--- config.mk ---
export PLATFORM = sky130hd
export DESIGN_NAME = async_serial_transceiver
export DESIGN_NICKNAME = d
export VERILOG_FILES = /design/src/verilog/uart_pkg.sv /design/src/verilog/edge_sync.sv /design/src/verilog/async_serial_transceiver.sv
export VERILOG_INCLUDE_DIRS = /design/src /design/src/verilog
export SDC_FILE = /design/constraint.sdc
export NUM_CORES = 1
export LEC_CHECK = 0
export BUFFER_PORTS_ARGS = -buffer_cell sky130_fd_sc_hd__buf_2
export CORE_UTILIZATION = 25
export CTS_CLUSTER_DIAMETER = 100
export CTS_CLUSTER_SIZE = 10
export DETAILED_ROUTE_END_ITERATION = 6
export PLACE_DENSITY = 0.37
export SETUP_SLACK_MARGIN = 0.2
export SYNTH_ARGS = -nofsm -noshare
export SYNTH_HDL_FRONTEND = slang
export SYNTH_SLANG_ARGS = --single-unit
--- constraint.sdc ---
create_clock -name mclk -period 2.1 [get_ports mclk]
set_input_delay 0.105 -clock mclk [delete_from_list [all_inputs] [get_ports mclk]]
set_output_delay 0.105 -clock mclk [all_outputs]
set_load 0.005 [all_outputs]
--- src/verilog/uart_map.svh ---
/*
 * constants for the asynchronous serial transceiver: sample counts,
 * control field layout and reset levels.
 * assumes inclusion by bare name from the design files.
 */
`ifndef UART_MAP_SVH
`define UART_MAP_SVH

// ----------------------------------------------------------------------
// timing in 16x ticks
// ----------------------------------------------------------------------
`define TICKS_PER_BIT   4'hf
`define HALF_BIT        4'h7
`define TICK_CNT_ZERO   4'h0

// ----------------------------------------------------------------------
// control holding register layout
// ----------------------------------------------------------------------
`define CTL_W           5
`define CTL_SENSE       4
`define CTL_NOPAR       3
`define CTL_TWOSTOP     2
`define CTL_LEN_HI      1
`define CTL_LEN_LO      0
`define CTL_RESET       5'h00

// ----------------------------------------------------------------------
// data widths and reset levels
// ----------------------------------------------------------------------
`define DATA_W          8
`define DATA_RESET      8'h00
`define BITCNT_ZERO     3'h0
`define LEN_BASE        3'h4

`endif

--- src/verilog/uart_pkg.sv ---
/*
 * types shared by the transceiver files.
 * assumes nothing beyond a systemverilog compiler.
 */
package uart_pkg;

	typedef enum logic [4:0] {
		st_idle   = 5'h01,
		st_start  = 5'h02,
		st_data   = 5'h04,
		st_parity = 5'h08,
		st_stop   = 5'h10
	} serial_state_t;

endpackage

--- src/verilog/edge_sync.sv ---
/*
 * two-stage synchroniser with a falling-edge pulse on the synced level.
 * assumes one clock; input is asynchronous to mclk.
 */
`timescale 1ns/1ps

module edge_sync
#(
	parameter logic IDLE_LEVEL = 1'b1
)
(
	// clock and reset
	input  wire logic mclk,
	input  wire logic nrst,
	// async level in
	input  wire logic pin,
	// synchronised level and falling edge
	output logic      level,
	output logic      fall
);

	logic stage1;
	logic prev;

	// stage1 feeds only level; edge logic looks at level and prev
	always_ff @(posedge mclk or negedge nrst)
	begin
		// reset to the pin's idle level so no false edge follows reset
		if (!nrst)
		begin
			stage1 <= IDLE_LEVEL;
			level  <= IDLE_LEVEL;
			prev   <= IDLE_LEVEL;
		end
		else
		begin
			stage1 <= pin;
			level  <= stage1;
			prev   <= level;
		end
	end

	assign fall = prev & ~level;

endmodule

--- src/verilog/async_serial_transceiver.sv ---
/*
 * double-buffered asynchronous receiver/transmitter with parallel
 * strobed loading and flag outputs.
 * assumes mclk at 100 MHz well above 16x clocks, which arrive as pins
 * and are synchronised here; strobes and data inputs also are pins.
 */
`timescale 1ns/1ps
`include "uart_map.svh"

module async_serial_transceiver
(
	// clock and reset
	input  wire logic               mclk,
	input  wire logic               nrst,
	input  wire logic               external_reset_in,
	// 16x rate clocks from outside
	input  wire logic               tx_clock_16x,
	input  wire logic               rx_clock_16x,
	// control inputs
	input  wire logic               control_load_strobe,
	input  wire logic               parity_sense_select,
	input  wire logic               parity_disable,
	input  wire logic               stop_count_select,
	input  wire logic               length_select_lo,
	input  wire logic               length_select_hi,
	// transmit data
	input  wire logic               data_load_strobe,
	input  wire logic [`DATA_W-1:0] tx_data,
	// receive data and status
	input  wire logic               rx_data_taken,
	output logic      [`DATA_W-1:0] rx_data,
	output logic                    rx_char_ready,
	output logic                    parity_fault,
	output logic                    frame_fault,
	output logic                    overrun,
	// transmit status
	output logic                    tx_holding_empty,
	output logic                    char_end,
	// serial line
	input  wire logic               serial_in,
	output logic                    serial_out
);

	// ------------------------------------------------------------------
	// pin synchronisation
	// ------------------------------------------------------------------
	logic xr_s, tclk_fall, rclk_fall, si_s, si_fall;
	logic cs_s, ds_s, ds_rise, rdt_fall, xr_prev;
	logic [`DATA_W-1:0] din_s1, din_s2;

	// every pin but the line idles low
	edge_sync #(.IDLE_LEVEL(1'b0)) u_xr (.mclk(mclk), .nrst(nrst),
		.pin(external_reset_in), .level(xr_s), .fall());
	edge_sync #(.IDLE_LEVEL(1'b0)) u_tclk (.mclk(mclk), .nrst(nrst),
		.pin(tx_clock_16x), .level(), .fall(tclk_fall));
	edge_sync #(.IDLE_LEVEL(1'b0)) u_rclk (.mclk(mclk), .nrst(nrst),
		.pin(rx_clock_16x), .level(), .fall(rclk_fall));
	edge_sync #(.IDLE_LEVEL(1'b1)) u_si (.mclk(mclk), .nrst(nrst),
		.pin(serial_in), .level(si_s), .fall(si_fall));
	edge_sync #(.IDLE_LEVEL(1'b0)) u_cs (.mclk(mclk), .nrst(nrst),
		.pin(control_load_strobe), .level(cs_s), .fall());
	edge_sync #(.IDLE_LEVEL(1'b0)) u_ds (.mclk(mclk), .nrst(nrst),
		.pin(data_load_strobe), .level(ds_s), .fall());
	edge_sync #(.IDLE_LEVEL(1'b0)) u_rdt (.mclk(mclk), .nrst(nrst),
		.pin(rx_data_taken), .level(), .fall(rdt_fall));

	always_ff @(posedge mclk or negedge nrst)
	begin
		if (!nrst)
		begin
			din_s1  <= `DATA_RESET;
			din_s2  <= `DATA_RESET;
			xr_prev <= 1'b0;
		end
		else
		begin
			din_s1  <= tx_data;
			din_s2  <= din_s1;
			xr_prev <= ds_s;
		end
	end

	// data enters on the strobe's rising edge
	assign ds_rise = ds_s & ~xr_prev;

	// ------------------------------------------------------------------
	// control holding register
	// ------------------------------------------------------------------
	logic [`CTL_W-1:0] ctl;
	logic [2:0]        data_last;
	logic              par_on, two_stop, par_odd;

	always_ff @(posedge mclk or negedge nrst)
	begin
		if (!nrst)
			ctl <= `CTL_RESET;
		else if (xr_s)
			ctl <= `CTL_RESET;
		else if (cs_s)
			ctl <= {parity_sense_select, parity_disable, stop_count_select,
				length_select_hi, length_select_lo};
	end

	// one control set serves both directions
	assign data_last = `LEN_BASE + {1'b0, ctl[`CTL_LEN_HI],
		ctl[`CTL_LEN_LO]};
	assign par_on    = ~ctl[`CTL_NOPAR];
	assign two_stop  = ctl[`CTL_TWOSTOP];
	// sense low gives odd parity
	assign par_odd   = ~ctl[`CTL_SENSE];

	// ------------------------------------------------------------------
	// transmitter
	// ------------------------------------------------------------------
	uart_pkg::serial_state_t tx_st;
	logic [`DATA_W-1:0] hold, tx_sh;
	logic [3:0]         tx_tick;
	logic [2:0]         tx_bit;
	logic               tx_par, tx_stop2;
	logic               tx_bit_end, tx_load;

	// one tick per falling edge of the 16x clock
	assign tx_bit_end = tclk_fall && tx_tick == `TICKS_PER_BIT;
	// a fresh strobe defers the transfer a tick, so its char is kept
	assign tx_load = !tx_holding_empty && !ds_rise &&
		tx_st == uart_pkg::st_idle && tclk_fall;

	always_ff @(posedge mclk or negedge nrst)
	begin
		if (!nrst)
			hold <= `DATA_RESET;
		else if (ds_rise)
			hold <= din_s2;
	end

	always_ff @(posedge mclk or negedge nrst)
	begin
		if (!nrst)
			tx_holding_empty <= 1'b1;
		else if (xr_s)
			tx_holding_empty <= 1'b1;
		else if (ds_rise)
			tx_holding_empty <= 1'b0;
		else if (tx_load)
			tx_holding_empty <= 1'b1;
	end

	always_ff @(posedge mclk or negedge nrst)
	begin
		if (!nrst)
		begin
			tx_st      <= uart_pkg::st_idle;
			tx_sh      <= `DATA_RESET;
			tx_tick    <= `TICK_CNT_ZERO;
			tx_bit     <= `BITCNT_ZERO;
			tx_par     <= 1'b0;
			tx_stop2   <= 1'b0;
			serial_out <= 1'b1;
			char_end   <= 1'b1;
		end
		else if (xr_s)
		begin
			tx_st      <= uart_pkg::st_idle;
			tx_tick    <= `TICK_CNT_ZERO;
			serial_out <= 1'b1;
			char_end   <= 1'b1;
		end
		else
		begin
			if (tclk_fall && tx_st != uart_pkg::st_idle)
				tx_tick <= tx_tick + 4'h1;
			case (tx_st)
			uart_pkg::st_idle:
				if (tx_load)
				begin
					tx_sh      <= hold;
					tx_par     <= par_odd;
					tx_bit     <= `BITCNT_ZERO;
					tx_tick    <= `TICK_CNT_ZERO;
					serial_out <= 1'b0;
					char_end   <= 1'b0;
					tx_st      <= uart_pkg::st_start;
				end
			uart_pkg::st_start:
				if (tx_bit_end)
				begin
					serial_out <= tx_sh[0];
					tx_par     <= tx_par ^ tx_sh[0];
					tx_st      <= uart_pkg::st_data;
				end
			uart_pkg::st_data:
				if (tx_bit_end)
				begin
					tx_sh  <= tx_sh >> 1;
					tx_bit <= tx_bit + 3'h1;
					if (tx_bit == data_last)
					begin
						tx_stop2 <= two_stop;
						if (par_on)
						begin
							serial_out <= tx_par;
							tx_st      <= uart_pkg::st_parity;
						end
						else
						begin
							serial_out <= 1'b1;
							tx_st      <= uart_pkg::st_stop;
						end
					end
					else
					begin
						serial_out <= tx_sh[1];
						tx_par     <= tx_par ^ tx_sh[1];
					end
				end
			uart_pkg::st_parity:
				if (tx_bit_end)
				begin
					serial_out <= 1'b1;
					tx_st      <= uart_pkg::st_stop;
				end
			uart_pkg::st_stop:
				if (tx_bit_end)
				begin
					if (tx_stop2)
						tx_stop2 <= 1'b0;
					else
					begin
						char_end <= 1'b1;
						tx_st    <= uart_pkg::st_idle;
					end
				end
			default:
				tx_st <= uart_pkg::st_idle;
			endcase
		end
	end

	// ------------------------------------------------------------------
	// receiver
	// ------------------------------------------------------------------
	uart_pkg::serial_state_t rx_st;
	logic [`DATA_W-1:0] rx_sh;
	logic [3:0]         rx_tick;
	logic [2:0]         rx_bit;
	logic               rx_par, rx_armed, rx_sample, rx_done;
	logic               rx_perr, ready_clear;

	// sampling at tick 7 of each bit puts the sample mid bit
	assign rx_sample = rclk_fall && rx_tick == `HALF_BIT;
	assign rx_done = rx_st == uart_pkg::st_stop && rx_sample && !rx_armed;
	assign ready_clear = rdt_fall;

	always_ff @(posedge mclk or negedge nrst)
	begin
		if (!nrst)
		begin
			rx_st    <= uart_pkg::st_idle;
			rx_sh    <= `DATA_RESET;
			rx_tick  <= `TICK_CNT_ZERO;
			rx_bit   <= `BITCNT_ZERO;
			rx_par   <= 1'b0;
			rx_armed <= 1'b0;
			rx_perr  <= 1'b0;
			frame_fault <= 1'b0;
		end
		else if (xr_s)
		begin
			rx_st   <= uart_pkg::st_idle;
			rx_tick <= `TICK_CNT_ZERO;
			frame_fault <= 1'b0;
		end
		else
		begin
			if (rclk_fall && rx_st != uart_pkg::st_idle)
				rx_tick <= rx_tick + 4'h1;
			case (rx_st)
			uart_pkg::st_idle:
				// counting starts at the next clock fall, whatever its
				// level at the line fall
				if (si_fall)
				begin
					rx_tick <= `TICK_CNT_ZERO;
					rx_st   <= uart_pkg::st_start;
				end
			uart_pkg::st_start:
				if (rx_sample)
				begin
					if (si_s)
						rx_st <= uart_pkg::st_idle;
					else
					begin
						rx_bit <= `BITCNT_ZERO;
						rx_par <= par_odd;
						rx_st  <= uart_pkg::st_data;
					end
				end
			uart_pkg::st_data:
				if (rx_sample)
				begin
					rx_sh  <= {si_s, rx_sh[`DATA_W-1:1]};
					rx_par <= rx_par ^ si_s;
					rx_bit <= rx_bit + 3'h1;
					rx_armed <= two_stop;
					if (rx_bit == data_last)
						rx_st <= par_on ? uart_pkg::st_parity
							: uart_pkg::st_stop;
				end
			uart_pkg::st_parity:
				if (rx_sample)
				begin
					rx_perr <= rx_par ^ si_s;
					rx_st   <= uart_pkg::st_stop;
				end
			uart_pkg::st_stop:
				if (rx_sample)
				begin
					rx_armed <= 1'b0;
					if (!rx_armed)
					begin
						frame_fault <= ~si_s;
						rx_st       <= uart_pkg::st_idle;
					end
				end
			default:
				rx_st <= uart_pkg::st_idle;
			endcase
		end
	end

	// short chars sit right justified in the holding register
	always_ff @(posedge mclk or negedge nrst)
	begin
		if (!nrst)
		begin
			rx_data       <= `DATA_RESET;
			rx_char_ready <= 1'b0;
			overrun       <= 1'b0;
			parity_fault  <= 1'b0;
		end
		else if (xr_s)
		begin
			rx_char_ready <= 1'b0;
			overrun       <= 1'b0;
			parity_fault  <= 1'b0;
		end
		else if (rx_done)
		begin
			// shifter is free again at once
			rx_data       <= rx_sh >> (3'h7 - data_last);
			rx_char_ready <= 1'b1; // set beats clear
			overrun       <= rx_char_ready;
			parity_fault  <= par_on & rx_perr;
		end
		else
		begin
			if (ready_clear)
				rx_char_ready <= 1'b0;
			if (!par_on)
				parity_fault <= 1'b0;
		end
	end

endmodule

==> run metrics <==
Mapped Avg Cell Area between 10 and 15 um2; dominant synthesized flop cell dfrtp_1; sw frac 25.7%; via count around 3400; Initial DRC Count 202; Max Fanout on Critical Path 7; # DRC 1; CP Class register to register; first-pass GRT wire length 17.9 mm; Async SR Flop Fraction 100%; Placement Rows 49; CTS tree built; share of layout cells above drive strength 1 between 20% and 30%; Post-Synthesis Cell Area 4700 um2; Seq pwr share between 50% and 60%; Crit path arrival time around 2.1 ns; Post-DRT Antenna Nets 0; gr usage total approximately an eighth; Avg Vias per Cell 4.78; Hold Path Class primary input to register; largest net degree at the start of global routing between 40 and 50; # IOs 37; Crit. End Element register; Ant. Diodes 0; Warnings, synthesis 0; Die Height 139 um; Synth cell types 59; P_sw roughly 1.2 mW; CTS clk-pin slew, worst paths around 0.070 ns; Initial Util between 20 and 30%; Num Clock Sinks approximately 110; status finished with violations; TNS Setup 0 ns; vias in the first global route around 3400; initial antenna violation count 0; cts bufs inserted 9; # setup viols final 0; Layout Area Growth over Synthesis 24.9%; Setup Skew about 0.011 ns; detailed placement HPWL ~7.3 mm; Mapped Cells ~420; Worst Path Required between 2 and 2.5 ns; final count of hold timing violations 0; first drt pass iteration count 6; die area between 15000 and 20000 um2; Leak Pwr 2.54 nW; CORE AREA between 15000 and 20000 um2; Max Freq between 0.5 and 0.6 GHz; unrepaired setup endpoints after global routing yes; failing checks DRC; Slew headroom between 50% and 60%; Worst Max-Slew Pin Slew 0.636 ns; CTS Buffer Depth 2; startpoint types register; WL final around 11 mm; VDD IR max 349 uV; Yosys reg bits about 110; internal power 3.55 mW; post-synthesis sequential area ratio 57.7%; Port Buffer Count 36; H-Tree Depth 3; clock power share between 30% and 40%; gr ovfl total 0; Die X 139 um; number of max-cap violations 0; number of flops mapped to enable cells by yosys 0; final net count 512; power per cell area a little over 800 nW/um2; clock root cell clkbuf_16; Slew Limit Fails 0; drt wl/cell around 15 um; Comb pwr share between 10 and 15%; Syn Nets roughly 440; GPL Wtd Cong 0.798; worst-skew pair later-pin latency 0.35 ns; final worst-path cycle share about nine tenths; Total Power approximately 4.8 mW; post-route minimum period about 1.9 ns
[registers in the layout, summed over array words and instances, names as in the netlist, 3 cells and up]
name / flops
ctl: 5
din_s1: 8
din_s2: 8
hold: 8
rx_bit: 3
rx_data: 8
rx_sh: 8
rx_st: 5
rx_tick: 4
tx_bit: 3
tx_sh: 8
tx_st: 5
tx_tick: 4
[power by group through the flow]
| stage | clock (mW) | combinational (mW) | sequential, mW |
|---|---|---|---|
| detailed placement | 0 | 0.559 | 2.43 |
| CTS | 1.82 | 0.599 | 2.39 |
| finish | 1.74 | 0.645 | 2.40 |
| floorplan | 0 | 0.381 | 2.39 |
| global route | 1.90 | 0.725 | 2.42 |
| global placement | 0 | 0.550 | 2.43 |
[cell families after synthesis]
kind of cell | count (synthesis) | synth area share (%)
and+or+nand+nor | 133 | 13.9
DFF | 108 | 57.7
AOI/OAI and AO/OA | 88 | 13.1
muxes | 40 | 9.16
buffers and inverters | 31 | 2.82
xor gates and xnor gates | 12 | 2.24
adders and majority gates | 4 | 1.07
[final timing paths]
path / start / endpoint / slack, ns / cells after the start
max: tx_st[0] / char_end / 0.24 / 6
min: parity_sense_select / ctl[4] / 0.04 / 3
max reg2reg: tx_st[0] / char_end / 0.24 / 6
min reg2reg: din_s1[2] / din_s2[2] / 0.35 / 0
max in group asynchronous: nrst / u_si.prev / 1.07 / 3
min in group asynchronous: nrst / din_s1[7] / 0.31 / 2
[cells in the final DEF (no fill, tap or decap), types with 6 or more instances in the layout]
cell type and count:
buf_2 35, nand2_1 37, clkbuf_16 9, nand4_1 6
nand3_1 15, xnor2_1 6, mux2_2 24, dlygate4sd3_1 17
a21oi_1 20, o21ai_0 17, dfstp_2 8, inv_1 12
nor2_1 38, dfrtp_1 98, a31oi_1 9, mux2i_1 16
buf_4 22, xor2_1 6
[synth_stat cells (4+ instances only)]
cell type	n	share of area, %
dfrtp_1	100	53
nor2_1	40	3.2
nand2_1	38	3.0
mux2_2	24	5.8
a21oi_1	20	2.1
o21ai_0	17	1.8
mux2i_1	16	3.4
nand3_1	15	1.6
inv_1	12	0.96
a31oi_1	9	1.2
clkbuf_1	8	0.64
dfstp_2	8	4.5
nor3_1	8	0.85
buf_2	7	0.75
nor2b_1	7	0.93
nand4_1	6	0.80
xnor2_1	6	1.1
xor2_1	6	1.1
and3_1	4	0.53
ha_1	4	1.1
[layer usage]
metal  vias to the layer above  GRT usage (%)  share of wire [%]
li1                       1632              -                  -
met1                      1705           16.4                 49
met2                        83           17.7                 45
met3                        18           2.14                3.7
met4                         0           5.96                2.3
met5                         -              0                  0
[critical path: stages, from the launching register on]
cell	delay, ns
dfstp_2	0.60
nor4b_4	0.25
buf_4	0.17
o311a_4	0.23
buf_4	0.14
nor2_1	0.04
a221o_1	0.34
[per-stage QoR]
stage	util (%)	std cells	hold WS (ns)	worst slack, ns	area (um2)
after floorplan	-	416	-0.191	0.229	4700
after global placement	28.9	684	0.175	0.166	5270
after detailed placement	28.9	684	0.174	0.0957	5270
after CTS	31.7	717	0.0269	0.218	5770
after global routing	32.2	720	0.0477	0.162	5870
final	32.2	720	0.0388	0.245	5870
[repair_timing]
item	in CTS	in global routing
endpoints found under the setup margin	7	35
cloned	0	1
buffers inserted	0	2
pin swaps	0	1
hold endpoints to repair	56	0
resized for setup	6	22
hold buffers	17	0
[cell type report]
| class | instances | area, um2 |
|---|---|---|
| clock buffers | 11 | 243 |
| clock inverters | 5 | 61.3 |
| fillers | 1827 | 12300 |
| inverters | 12 | 45.0 |
| multi-input cells | 277 | 1950 |
| flip-flops and latches | 108 | 2720 |
| well taps | 229 | 287 |
| repair buffers | 78 | 573 |
Note: power is estimated with default switching activity, not from simulation.
